$ cat src/perf_monitor_pkg.sv
// Constants and types for the performance monitor configuration and control registers.
// How it works
// (RULE_01) Configuration counter-group field, bits 31 to 28, reads zero.
// (RULE_02) Configuration user-enable-supported bit 19 reads zero.
// (RULE_03) Configuration unsupported-feature bits 18 and 17 read zero.
// (RULE_04) Configuration cycle-prescale bit 15 reads zero.
// (RULE_05) Configuration cycle-counter-present bit 14 reads one.
// (RULE_06) Configuration counter-size field, bits 13 to 8, reads all ones.
// (RULE_07) Configuration counter-count field holds event counter count, six or twenty.
// (RULE_08) Never more than thirty-one event counters.
// (RULE_09) With long-counter bit set, overflow only on full 64-bit wrap.
// (RULE_10) Cycle-gating bit stops cycle counter while low-range counting is prohibited.
// (RULE_11) Events go on the export bus only while export-enable is one.
// (RULE_12) No events exported while counting is prohibited.
// (RULE_13) Overflow requests do not depend on export-enable.
// (RULE_14) Writing one to cycle-reset bit clears the cycle counter; nothing stored.
// (RULE_15) Writing one to event-reset bit clears all event counters, not cycle.
// (RULE_16) Global enable lets counters count per their counter-enable-set bit.
// (RULE_17) Event reset never touches captured snapshot copies.
// (RULE_18) Reserved control bits read zero, bit 6 reads one; writes ignored.
package perf_monitor_pkg;

    localparam int          ADDR_W            = 12;
    localparam int          DATA_W            = 32;
    localparam int          CNT_W             = 64;
    localparam int          LOW_CNT_W         = 32;
    localparam int          MAX_EVENT_CNT     = 31;
    localparam int          CYCLE_ENSET_BIT   = 31;

    localparam logic [11:0] CFG_OFFSET        = 12'hE00;
    localparam logic [11:0] CTRL_OFFSET       = 12'hE04;

    // Control register bit positions.
    localparam int          CTRL_E_BIT        = 0;
    localparam int          CTRL_P_BIT        = 1;
    localparam int          CTRL_C_BIT        = 2;
    localparam int          CTRL_X_BIT        = 4;
    localparam int          CTRL_GATE_BIT     = 5;
    localparam int          CTRL_RES1_BIT     = 6;
    localparam int          CTRL_LONG_BIT     = 7;

    // Configuration register field positions and fixed values.
    localparam int          CFG_GROUP_LSB     = 28;
    localparam int          CFG_USER_EN_BIT   = 19;
    localparam int          CFG_UNSUP18_BIT   = 18;
    localparam int          CFG_UNSUP17_BIT   = 17;
    localparam int          CFG_EXPORT_BIT    = 16;
    localparam int          CFG_PRESCALE_BIT  = 15;
    localparam int          CFG_CYCLE_BIT     = 14;
    localparam int          CFG_SIZE_LSB      = 8;
    localparam int          CFG_COUNT_LSB     = 0;
    localparam logic [3:0]  CFG_GROUP_VAL     = 4'h0;
    localparam logic [5:0]  CFG_SIZE_VAL      = 6'h3F;
    localparam logic [7:0]  CFG_COUNT_DEFAULT = 8'h06;
    localparam logic [7:0]  CFG_COUNT_ALT     = 8'h14;

    localparam logic [31:0] RDATA_RESET       = 32'h0000_0000;

    typedef struct packed {
        logic              sel;
        logic              wr;
        logic [11:0]       addr;
        logic [31:0]       wdata;
    } reg_req_type;

    typedef struct packed {
        logic long_cnt;
        logic cyc_gate;
        logic x;
        logic e;
    } ctrl_type;

    localparam ctrl_type    CTRL_RESET        = '{long_cnt: 1'b0, cyc_gate: 1'b0, x: 1'b0, e: 1'b0};

endpackage

$ cat src/perf_overflow_detect.sv
// Overflow detection for one event counter increment, 32-bit or 64-bit wrap.
`timescale 1ns/100ps
module perf_overflow_detect
    import perf_monitor_pkg::*;
(
    input  wire logic              increment,   // Counter increments this cycle.
    input  wire logic [CNT_W-1:0]  count_val,   // Counter value before the increment.
    input  wire logic              long_mode,   // Long-counter control bit.
    output      logic              wrap         // Increment wraps the selected width.
);

    logic full_wrap;
    logic low_wrap;

    assign full_wrap = &count_val;
    assign low_wrap  = &count_val[LOW_CNT_W-1:0];
    assign wrap      = increment & (long_mode ? full_wrap : low_wrap); // RULE_09

endmodule

$ cat src/perf_monitor_regs.sv
// Configuration and control registers of the performance monitor with counter control outputs.
`timescale 1ns/100ps
module perf_monitor_regs
    import perf_monitor_pkg::*;
#(
    parameter int unsigned NUM_EVENT_COUNTERS = 6
)
(
    input  wire logic                          clk_sys,          // Core clock, 100 MHz.
    input  wire logic                          rst_n,            // Synchronous reset, active low.
    input  wire reg_req_type                   reg_req,          // Debug view register request.
    output      logic [DATA_W-1:0]             reg_rdata_ff,     // Read data, valid with ack.
    output      logic                          reg_ack_ff,       // Request completed pulse.
    input  wire logic [DATA_W-1:0]             counter_enable_set, // Per-counter enables, bit 31 cycle.
    input  wire logic                          prohibit_low,     // Counting prohibited below limit.
    input  wire logic                          prohibit_any,     // Counting prohibited in this state.
    input  wire logic [NUM_EVENT_COUNTERS-1:0] event_in,         // Counted event pulses.
    input  wire logic [NUM_EVENT_COUNTERS-1:0] evt_increment,    // Event counter increments now.
    input  wire logic [NUM_EVENT_COUNTERS-1:0][CNT_W-1:0] evt_count_val, // Live counter values.
    output      logic [NUM_EVENT_COUNTERS-1:0] evt_count_en_ff,  // Event counter may count.
    output      logic                          cycle_count_en_ff, // Cycle counter may count.
    output      logic                          cycle_clear_ff,   // Clear cycle counter pulse.
    output      logic                          event_clear_ff,   // Clear live event counters pulse.
    output      logic [NUM_EVENT_COUNTERS-1:0] export_bus_ff,    // Event export bus.
    output      logic [NUM_EVENT_COUNTERS-1:0] overflow_ff       // Overflow requests.
);

    ////////////////////////////////////////////////////////////////////////////////
    // Decode.

    localparam logic [7:0] COUNT_FIELD = 8'(NUM_EVENT_COUNTERS); // RULE_07 RULE_08

    logic                          hit_cfg;
    logic                          hit_ctrl;
    logic                          rd_req;
    logic                          wr_ctrl;
    logic [DATA_W-1:0]             cfg_value;
    logic [DATA_W-1:0]             ctrl_value;
    logic [DATA_W-1:0]             nxt_rdata;
    ctrl_type                      ctrl_ff;
    ctrl_type                      nxt_ctrl;
    logic                          nxt_cycle_clear;
    logic                          nxt_event_clear;
    logic                          cycle_gated;
    logic                          export_open;
    logic [NUM_EVENT_COUNTERS-1:0] nxt_evt_en;
    logic [NUM_EVENT_COUNTERS-1:0] nxt_export;
    logic [NUM_EVENT_COUNTERS-1:0] wrap_vec;

    assign hit_cfg  = reg_req.addr == CFG_OFFSET;
    assign hit_ctrl = reg_req.addr == CTRL_OFFSET;
    assign rd_req   = reg_req.sel & ~reg_req.wr;
    assign wr_ctrl  = reg_req.sel & reg_req.wr & hit_ctrl;

    ////////////////////////////////////////////////////////////////////////////////
    // Read values. The configuration register is wholly constant.

    always_comb begin
        cfg_value                               = '0;
        cfg_value[CFG_GROUP_LSB +: 4]           = CFG_GROUP_VAL; // RULE_01
        cfg_value[CFG_USER_EN_BIT]              = 1'b0;          // RULE_02
        cfg_value[CFG_UNSUP18_BIT]              = 1'b0;          // RULE_03
        cfg_value[CFG_UNSUP17_BIT]              = 1'b0;          // RULE_03
        cfg_value[CFG_EXPORT_BIT]               = 1'b1;
        cfg_value[CFG_PRESCALE_BIT]             = 1'b0;          // RULE_04
        cfg_value[CFG_CYCLE_BIT]                = 1'b1;          // RULE_05
        cfg_value[CFG_SIZE_LSB +: 6]            = CFG_SIZE_VAL;  // RULE_06
        cfg_value[CFG_COUNT_LSB +: 8]           = COUNT_FIELD;   // RULE_07
    end

    // Reset bits are actions only and read back zero.
    always_comb begin
        ctrl_value                  = '0;                         // RULE_18
        ctrl_value[CTRL_RES1_BIT]   = 1'b1;                       // RULE_18
        ctrl_value[CTRL_LONG_BIT]   = ctrl_ff.long_cnt;
        ctrl_value[CTRL_GATE_BIT]   = ctrl_ff.cyc_gate;
        ctrl_value[CTRL_X_BIT]      = ctrl_ff.x;
        ctrl_value[CTRL_E_BIT]      = ctrl_ff.e;
    end

    assign nxt_rdata = ~rd_req  ? reg_rdata_ff :
                       hit_cfg  ? cfg_value :
                       hit_ctrl ? ctrl_value : RDATA_RESET;

    ////////////////////////////////////////////////////////////////////////////////
    // Control writes. Only the four stored fields take the write data.

    assign nxt_ctrl.long_cnt = wr_ctrl ? reg_req.wdata[CTRL_LONG_BIT] : ctrl_ff.long_cnt;
    assign nxt_ctrl.cyc_gate = wr_ctrl ? reg_req.wdata[CTRL_GATE_BIT] : ctrl_ff.cyc_gate;
    assign nxt_ctrl.x       = wr_ctrl ? reg_req.wdata[CTRL_X_BIT]  : ctrl_ff.x;
    assign nxt_ctrl.e       = wr_ctrl ? reg_req.wdata[CTRL_E_BIT]  : ctrl_ff.e;
    assign nxt_cycle_clear  = wr_ctrl & reg_req.wdata[CTRL_C_BIT]; // RULE_14
    // The clear goes to live counters only; snapshot copies are held elsewhere.
    assign nxt_event_clear  = wr_ctrl & reg_req.wdata[CTRL_P_BIT]; // RULE_15 RULE_17

    always_ff @(posedge clk_sys) begin
        if (!rst_n) begin
            ctrl_ff        <= CTRL_RESET;
            reg_rdata_ff   <= RDATA_RESET;
            reg_ack_ff     <= 1'b0;
            cycle_clear_ff <= 1'b0;
            event_clear_ff <= 1'b0;
        end else begin
            ctrl_ff        <= nxt_ctrl;
            reg_rdata_ff   <= nxt_rdata;
            reg_ack_ff     <= reg_req.sel;
            cycle_clear_ff <= nxt_cycle_clear;
            event_clear_ff <= nxt_event_clear;
        end
    end

    ////////////////////////////////////////////////////////////////////////////////
    // Counting enables, export and overflow.

    assign cycle_gated = ctrl_ff.cyc_gate & prohibit_low;         // RULE_10
    assign export_open = ctrl_ff.x & ~prohibit_any;               // RULE_11 RULE_12
    assign nxt_evt_en  = {NUM_EVENT_COUNTERS{ctrl_ff.e}}
                         & counter_enable_set[NUM_EVENT_COUNTERS-1:0]; // RULE_16
    assign nxt_export  = {NUM_EVENT_COUNTERS{export_open}} & event_in;

    for (genvar i = 0; i < NUM_EVENT_COUNTERS; i++) begin : g_ovf
        perf_overflow_detect u_ovf (
            .increment (evt_increment[i]),
            .count_val (evt_count_val[i]),
            .long_mode (ctrl_ff.long_cnt),
            .wrap      (wrap_vec[i])
        );
    end

    always_ff @(posedge clk_sys) begin
        if (!rst_n) begin
            evt_count_en_ff   <= '0;
            cycle_count_en_ff <= 1'b0;
            export_bus_ff     <= '0;
            overflow_ff       <= '0;
        end else begin
            evt_count_en_ff   <= nxt_evt_en;                      // RULE_16
            cycle_count_en_ff <= ctrl_ff.e & counter_enable_set[CYCLE_ENSET_BIT] & ~cycle_gated; // RULE_10
            export_bus_ff     <= nxt_export;                      // RULE_11
            overflow_ff       <= wrap_vec;                        // RULE_13
        end
    end
endmodule

$ cat config.mk
export PLATFORM = sky130hd
export DESIGN_NAME = perf_monitor_regs
export DESIGN_NICKNAME = d
export VERILOG_FILES = /design/src/perf_monitor_pkg.sv /design/src/perf_overflow_detect.sv /design/src/perf_monitor_regs.sv
export SDC_FILE = /design/constraint.sdc
export NUM_CORES = 1
export LEC_CHECK = 0
export BUFFER_PORTS_ARGS = -buffer_cell sky130_fd_sc_hd__buf_4
export CAP_MARGIN = 0
export CORE_AREA = 2 2 207 209
export CTS_CLUSTER_DIAMETER = 80
export CTS_CLUSTER_SIZE = 10
export DETAILED_ROUTE_END_ITERATION = 8
export DIE_AREA = 0 0 209 211
export GPL_TIMING_DRIVEN = 0
export SYNTH_ARGS = -nofsm -noshare
export SYNTH_HDL_FRONTEND = slang
export SYNTH_SLANG_ARGS = --single-unit
$ cat constraint.sdc
create_clock -name clk_sys -period 1.9 [get_ports clk_sys]
set_input_delay 0.095 -clock clk_sys [delete_from_list [all_inputs] [get_ports clk_sys]]
set_output_delay 0.095 -clock clk_sys [all_outputs]
set_load 0.005 [all_outputs]
==> metrics, run 1 <==
Setup-failing EPs final 0; critical path launch point type input pin; first-pass GRT wire length 23,500 µm; Post-DP HPWL 14,800 µm; sum of negative setup slack 0 ns; initial antenna violation count 1; PwrDens 381 nW/µm²; GRT Util Overall 0.0718; CP max stage delay between 0.5 and 0.6 ns; Longest Clk Path Bufs 2; Skew-Pair Late Insertion Delay 0.30 ns; largest net degree at the start of global routing 12; root cell of the clock tree clkbuf_16; mapped cell area 2070 µm²; Detailed Route Iter0 Violations 196; placed inst area around 6300 µm²; final instance area between 6000 and 7000 µm²; Worst Path Arrival 1.77 ns; Num CTS Buffers 5; Netlist cell types 27; DRC errors left 0; Rows 75; routed vias between 4,000 and 5,000; CP delay by family, top simple AND/OR/NAND/NOR gates; Peak Freq 618 MHz; Warnings, synthesis 0; Top-Level Pins about 530; Pwr Total about 2.5 mW; Final Hold Fails 0; WHS 0.0181 ns; crit path cell chain clkbuf_2 -> nand4_1 -> nor4_1 -> nand2_1 -> a2111oi_0; Post-synth EDFFs 0; Crit Path Class in -> reg; Synth async-reset ratio 0; grt ovf 0; Placer Congestion 0.940; placed cells 1,273; outcome completed; Net count, final 1,225; Worst Tran Pin Value 1.04 ns; H-Tree Depth 2; vias in the first global route 4,222; Antenna Violating Nets Remaining 0; final core utilization 0.156; crit path buf inv count 1; Yosys reg bits 32; area grow syn2layout 214%; syn avg cell area 8.09 µm²; CP Data Required Time approximately 2 ns; Chip Height 211 µm; final-report max-slew violation count 0; total setup buffers inserted after CTS 0; Setup WS pre-CTS -0.810 ns; Hold WC Path Type in -> reg; Core Box Area about 42,000 µm²; CTS tree yes; final worst slack between 0.2 and 0.3 ns; worst-path maximum fanout 9; input/output buffers roughly 460; Post-Route WL 17,000 µm; Via density 3.23; post-synthesis sequential area ratio 0.309; Period minus WS final 1.62 ns; routed length per instance 13.2 µm; Finished Layout Cells 1,287; clock sinks 32; layout cells sized above 1 0.668; Starting Density 0.0496; DRT Pass-1 Iters 4; period utilisation layout 0.852; Lkg Pwr 3.00 nW; Chip Width ~210 µm; Mapped Cells approximately 260; MaxCap Viol Count 0; Max VDD drop 0.000433 V; Fin Clk Skew 0.00927 ns; Worst path slowest cell nor4_1; Diodes inserted 0; die area about 44,000 µm²; Critical Path Sink Type flop; Top FF cell, synth dfxtp_1; Reg clk slew, reported paths 0.06 ns; RSZ-0062 raised after global routing no; Max-Slew Margin vs Limit 0.306
[final timing paths]
| check | slack [ns] | endpoint | cells past startpoint | start |
|---|---|---|---|---|
| setup reg to reg | 0.31 | overflow_ff[1] | 1 | ctrl_ff[3] |
| hold / removal | 0.02 | export_bus_ff[4] | 2 | event_in[4] |
| setup / recovery | 0.28 | overflow_ff[4] | 5 | rst_n |
| hold reg to reg | 0.47 | cycle_count_en_ff | 1 | ctrl_ff[2] |
[cells by family after synthesis]
| kind of cell | synth area share |
|---|---|
| muxes | 0.0193 |
| DFF | 0.309 |
| and+or+nand+nor | 0.521 |
| AOI/OAI and AO/OA | 0.0483 |
| other | 0.00181 |
| buffers and inverters | 0.0997 |
[synth_stat cells (all sizes together), types with 2 or more instances]
cell type	instances	area (µm²)
a2111oi	6	52.6
a21oi	2	10.0
a22oi	4	30.0
and2	7	43.8
and3	8	50.1
buf	26	195
clkbuf	3	11.3
dfxtp	32	641
mux2i	4	40.0
nand2	20	75.1
nand3	2	10.0
nand4	96	601
nor2b	9	56.3
nor3	7	35.0
nor4	20	146
or4	2	18.8
[cell usage in the layout, fill, tap and decap left out, types with 2 or more instances in the layout]
cell / Yosys / layout
buf_4: 26 / 488
nand2_1: 20 / 20
and2_1: 7 / 7
clkbuf_16: 0 / 5
nand3_1: 2 / 2
clkbuf_1: 3 / 3
nor3_1: 7 / 7
nor4_1: 18 / 18
nand4_1: 96 / 96
mux2i_1: 4 / 4
a21oi_1: 2 / 2
dfxtp_1: 32 / 32
and3_1: 8 / 8
dlygate4sd3_1: 0 / 6
a22oi_1: 4 / 4
nor2b_1: 9 / 9
a2111oi_0: 6 / 6
conb_1: 1 / 17
[final cells by class]
| class | count | area, µm² |
|---|---|---|
| plain buffers | 29 | 208 |
| clock buffers | 6 | 129 |
| clock inverters | 2 | 35.0 |
| fillers | 4707 | 35300 |
| multi-input cells | 211 | 1280 |
| flip-flops and latches | 32 | 641 |
| well taps | 539 | 674 |
| repair buffers | 468 | 3530 |
[power by group]
part	internal (mW)	leakage (nW)	switching [mW]
logic	0.607	2.66	0.217
registers	0.672	0.258	0.000683
clock network	0.618	0.0808	0.361
[what timing repair did]
item,4_1_cts,5_1_grt
hold buffers,6,0
endpoints found under the hold margin,6,0
setup endpoints to repair,5,0
resized for setup,1,0
[state kept, by name, summed over array words and instances (netlist names)]
signal,count
ctrl_ff,4
cycle_clear_ff,1
event_clear_ff,1
reg_ack_ff,1
overflow_ff,6
export_bus_ff,6
cycle_count_en_ff,1
reg_rdata_ff,6
evt_count_en_ff,6
[layer usage]
layer	routed length (µm)	part of all wire	GRT usage
met1	5780	0.34	0.0745
met2	8720	0.51	0.132
met3	1890	0.11	0.0229
met4	555	0.033	0.0330
met5	13	0.00077	0
Power figures use the tool's default switching activity.
==> run 2, diff against run 1 <==
--- a/config.mk
+++ b/config.mk
@@ -5,13 +5,14 @@
 export SDC_FILE = /design/constraint.sdc
 export NUM_CORES = 1
 export LEC_CHECK = 0
-export BUFFER_PORTS_ARGS = -buffer_cell sky130_fd_sc_hd__buf_4
+export BUFFER_PORTS_ARGS = -buffer_cell sky130_fd_sc_hd__buf_2
 export CAP_MARGIN = 0
-export CORE_AREA = 2 2 207 209
+export CORE_AREA = 2 2 210 212
+export CTS_BUF_LIST = sky130_fd_sc_hd__clkbuf_4 sky130_fd_sc_hd__clkbuf_8
 export CTS_CLUSTER_DIAMETER = 80
 export CTS_CLUSTER_SIZE = 10
 export DETAILED_ROUTE_END_ITERATION = 8
-export DIE_AREA = 0 0 209 211
+export DIE_AREA = 0 0 212 214
 export GPL_TIMING_DRIVEN = 0
 export SYNTH_ARGS = -nofsm -noshare
 export SYNTH_HDL_FRONTEND = slang
==> constraint.sdc (replaced) <==
create_clock -name clk_sys -period 2 [get_ports clk_sys]
set_input_delay 0.1 -clock clk_sys [delete_from_list [all_inputs] [get_ports clk_sys]]
set_output_delay 0.1 -clock clk_sys [all_outputs]
set_load 0.005 [all_outputs]
==> metrics, run 2 (synthesis gave the netlist of run 1 again) <==
Starting Density 0.0483; Chip Height 214 µm; Detailed Route Iter0 Violations ~230; Logic pwr share 0.293; Pwr Total 1.96 mW; Chip Width 212 µm; wl on met1 5760 µm; DRC errors left 0; first-pass GRT wire length 24,200 µm; Num CTS Buffers 5; grt ovf 0; input/output buffers 462; Final Hold Fails 0; CP delay by family, top buffers and inverters; most frequent cells in the layout 462 x buf_2, 96 x nand4_1, 32 x dfxtp_1; Routed met3 length 2200 µm; Core Box Area 42,900 µm²; worst-path maximum fanout 1; Period minus WS final 1.92 ns; Via density between 3 and 4; critical path launch point type input pin; Psw slightly above 0.5 mW; RSZ-0062 raised after global routing no; Crit Path Class in -> reg; final worst slack about 0.08 ns; internal reg-to-reg setup slack 0.24 ns; Top-Level Pins 532; final-report max-slew violation count 0; Max VDD drop 0.000220 V; most frequent CP cell dlygate4sd3_1; outcome completed; routed vias 4,210; Worst Path Arrival 2.19 ns; layout cells sized above 1 0.665; Peak Freq 521 MHz; Reg2Reg Depth 2; Critical Path Sink Type flop; Post-DP HPWL 15,600 µm; root cell of the clock tree clkbuf_8; metal2 WL slightly below 10,000 µm; Post-Route WL approximately 18,000 µm; WHS 0.0294 ns; Sw Ratio 0.265; top sig layer met5; Lkg Pwr 2.65 nW; fillers a little under 5,000; MaxCap Viol Count 0; Setup-failing EPs final 0; origin of the worst min-delay path reg_req[2]; DRT Pass-1 Iters 4; Net count, final 1,235; Setup WS pre-CTS -1.39 ns; WHS Endpoint cycle_clear_ff; clock sinks 32; largest net degree at the start of global routing 12; initial antenna violation count 9; Max-Slew Margin vs Limit 0.420; period utilisation layout 0.960; Flop pwr share 0.326; CP Data Required Time 2.27 ns; Pint between 1 and 1.5 mW; die area 45,400 µm²; Fin Clk Skew about 0.021 ns; total setup buffers inserted after CTS 0; Reg clk slew, reported paths 0.10 ns; CP max stage delay slightly below 0.6 ns; H-Tree Depth 2; Skew-Pair Late Insertion Delay 0.32 ns; GRT Util Overall 0.0738; area grow syn2layout 165%; Antenna Violating Nets Remaining 0; Longest Clk Path Bufs 2; routed length per instance 13.6 µm; crit path cell chain dlygate4sd3_1 -> buf_2 -> nand2_1 -> dlygate4sd3_1 -> a2111oi_2 -> dlygate4sd3_1; Hold WC Path Type in -> reg; Crit Reg-Reg Startpoint ctrl_ff[3]; WHS Path Cells 2; Worst setup startpoint evt_count_val[8]; Clock power frac 0.381; Placer Congestion 0.911; final core utilization 0.128; CTS tree yes; Rows 76; worst reg2reg endpoint overflow_ff[0]; most common cell after layout, fill and taps aside buf_2; PwrDens 356 nW/µm²; vias in the first global route 4,255; Worst path slowest cell dlygate4sd3_1; Worst Tran Pin Value 0.868 ns; crit path buf inv count 4
## run 2: cell count changes in the layout (fill, tap and decap cells not counted), moves of 3 or more
cell           previous run  this run
buf_2                     0       462
buf_4                   488        26
clkbuf_16                 5         0
clkbuf_8                  0         7
diode_2                   0         3
dlygate4sd3_1             6        16
## run 2: worst max path at each step
| stage | slack [ns] | depth (start not counted) | end |
|---|---|---|---|
| 6_report | 0.08 | 6 | overflow_ff[0] |
| 5_1_grt | 0.02 | 6 | overflow_ff[0] |
| 4_1_cts | 0.03 | 2 | overflow_ff[0] |
| 3_5_place_dp | -1.39 | 5 | overflow_ff[3] |
| 3_3_place_gp | -1.43 | 5 | overflow_ff[3] |
| 2_1_floorplan | 0.60 | 4 | reg_rdata_ff[14] |
## run 2: layout make-up
cell class,instances,area [µm²],area share
timing repair buffer,478,2470,0.450
clock inverter,1,30.0,0.00547
sequential,32,641,0.117
antenna,3,7.51,0.00137
multi-input combinational,211,1300,0.237
tap,585,732,0.133
clock buffer,7,96.3,0.0176
buffer,29,208,0.0378
## run 2: stage by stage
step / cell area (µm²) / setup TNS [ns] / cells
2_1_floorplan: 2130 / 0 / 272
3_3_place_gp: 5170 / -3.66 / 1319
3_5_place_dp: 5170 / -3.43 / 1319
4_1_cts: 5480 / 0 / 1343
5_1_grt: 5480 / 0 / 1343
6_report: 5490 / 0 / 1346
## run 2: layer usage
metal | vias to the layer above | GRT usage
met5 | - | 0
met4 | 4 | 0.0268
met3 | 36 | 0.0213
met2 | 318 | 0.152
met1 | 1833 | 0.0659
li1 | 2019 | -
## run 2: power groups by stage
stage | sequential, mW | combinational, mW | clock (mW)
global route | 0.638 | 0.619 | 0.830
CTS | 0.638 | 0.565 | 0.829
floorplan | 0.653 | 0.0821 | 0
detailed placement | 0.653 | 0.540 | 0
finish | 0.638 | 0.573 | 0.745
global placement | 0.653 | 0.531 | 0
## run 2: what timing repair did
item | CTS | global route
endpoints found under the hold margin | 10 | 0
resized for setup | 4 | 2
gates cloned | 0 | 0
hold buffers | 16 | 0
endpoints found under the setup margin | 3 | 1
==> run 3, diff against run 2 <==
--- a/config.mk
+++ b/config.mk
@@ -14,6 +14,7 @@
 export DETAILED_ROUTE_END_ITERATION = 8
 export DIE_AREA = 0 0 212 214
 export GPL_TIMING_DRIVEN = 0
+export REMOVE_ABC_BUFFERS = 1
 export SYNTH_ARGS = -nofsm -noshare
 export SYNTH_HDL_FRONTEND = slang
 export SYNTH_SLANG_ARGS = --single-unit
==> metrics, run 3 (synthesis gave the netlist of run 1 again) <==
outcome completed; Peak Freq 517 MHz; critical path launch point type input pin; Final Hold Fails 0; Core Box Area 42,900 µm²; final-report max-slew violation count 0; most frequent CP cell dlygate4sd3_1; most common cell after layout, fill and taps aside buf_2; Critical Path Sink Type flop; DRT Pass-1 Iters 6; initial antenna violation count 10; Detailed Route Iter0 Violations about 150; Setup-failing EPs final 0; crit path buf inv count 4; Worst Path Arrival roughly 2.2 ns; CP delay by family, top buffers and inverters; most frequent cells in the layout 463 x buf_2, 96 x nand4_1, 42 x dlygate4sd3_1; Starting Density 0.0483; Net count, final 1,233; PwrDens 350 nW/µm²; Period minus WS final 1.94 ns; Worst Tran Pin Value 0.723 ns; RSZ-0062 raised after global routing no; first-pass GRT wire length 25,200 µm; Rows 76; DRC errors left 0; vias in the first global route ~4,500; Chip Width 212 µm; H-Tree Depth 2; input/output buffers 463; largest net degree at the start of global routing 28; layout cells sized above 1 0.630; Max-Slew Margin vs Limit 0.518; CP Data Required Time 2.29 ns; Worst path slowest cell dlygate4sd3_1; Hold WC Path Type in -> reg; routed length per instance between 10 and 15 µm; clock sinks 32; Placer Congestion 0.824; Post-Route WL 18,800 µm; MaxCap Viol Count 0; Antenna Violating Nets Remaining 0; Reg clk slew, reported paths 0.09 ns; WHS 0.0491 ns; Fin Clk Skew ~0.016 ns; Via density 3.21; root cell of the clock tree clkbuf_8; worst-path maximum fanout 1; routed vias roughly 4,300; CP max stage delay 0.59 ns; Lkg Pwr 2.60 nW; Skew-Pair Late Insertion Delay 0.34 ns; period utilisation layout 0.968; Num CTS Buffers 5; Chip Height 214 µm; sum of negative setup slack 0 ns; crit path cell chain dlygate4sd3_1 -> buf_2 -> nand2_1 -> dlygate4sd3_1 -> a2111oi_0 -> dlygate4sd3_1; grt ovf 0; Top-Level Pins 532; Pwr Total 1.93 mW; CTS tree yes; Longest Clk Path Bufs 2; Max VDD drop 0.000220 V; area grow syn2layout 167%; GRT Util Overall 0.0786; Crit Path Class in -> reg; die area 45,400 µm²; Post-DP HPWL 16,000 µm
run 3: tightest hold or removal path, delay by kind of cell:
| kind | cells | cell delay (ns) |
|---|---|---|
| AND/OR/NAND/NOR | 1 | 0.07 |
| AO/OA/AOI/OAI | 1 | 0.07 |
| buffers and inverters | 1 | 0.10 |
run 3: what timing repair did:
item,4_1_cts,5_1_grt
hold buffers,42,0
setup endpoints to repair,0,1
gates resized for setup,0,2
setup buffers,0,0
hold endpoints to repair,26,0
run 3: report_power, final:
group          total [mW]  switching [mW]  internal [mW]
Sequential          0.638        0.000315          0.638
Clock               0.731           0.361          0.370
Combinational       0.564           0.199          0.365
Total                1.93           0.561           1.37
run 3: final timing paths:
check	from	to	slack [ns]	cells past startpoint
setup / recovery	evt_count_val[200]	overflow_ff[3]	0.06	6
hold / removal	evt_count_val[143]	overflow_ff[2]	0.05	3
setup reg to reg	ctrl_ff[3]	overflow_ff[3]	0.46	2
hold reg to reg	reg_rdata_ff[0]	reg_rdata_ff[0]	0.54	2
run 3: layout make-up:
cell class,instances,area [µm²]
fill,4933,37400
sequential,32,642
timing repair buffer,505,2740
tap,585,732
antenna,5,12.5
clock inverter,3,42.5
multi-input combinational,211,1280
clock buffer,5,68.8
run 3: routing by layer:
| metal | GRT usage | part of all wire | vias to the layer above |
|---|---|---|---|
| li1 | - | - | 2017 |
| met1 | 0.0660 | 0.32 | 1903 |
| met2 | 0.156 | 0.52 | 350 |
| met3 | 0.0243 | 0.10 | 46 |
| met4 | 0.0491 | 0.052 | 4 |
| met5 | 0 | 0.0015 | - |
run 3: per-stage QoR:
stage / area [µm²] / instances / util / setup slack (ns)
after global placement: 4970 / 1291 / 0.116 / -0.0262
after detailed placement: 4970 / 1291 / 0.116 / -0.00993
final: 5520 / 1346 / 0.129 / 0.0644
after CTS: 5510 / 1341 / 0.128 / 0.0285
after global routing: 5520 / 1345 / 0.129 / 0.0174
after floorplan: 1920 / 243 / - / 0.597
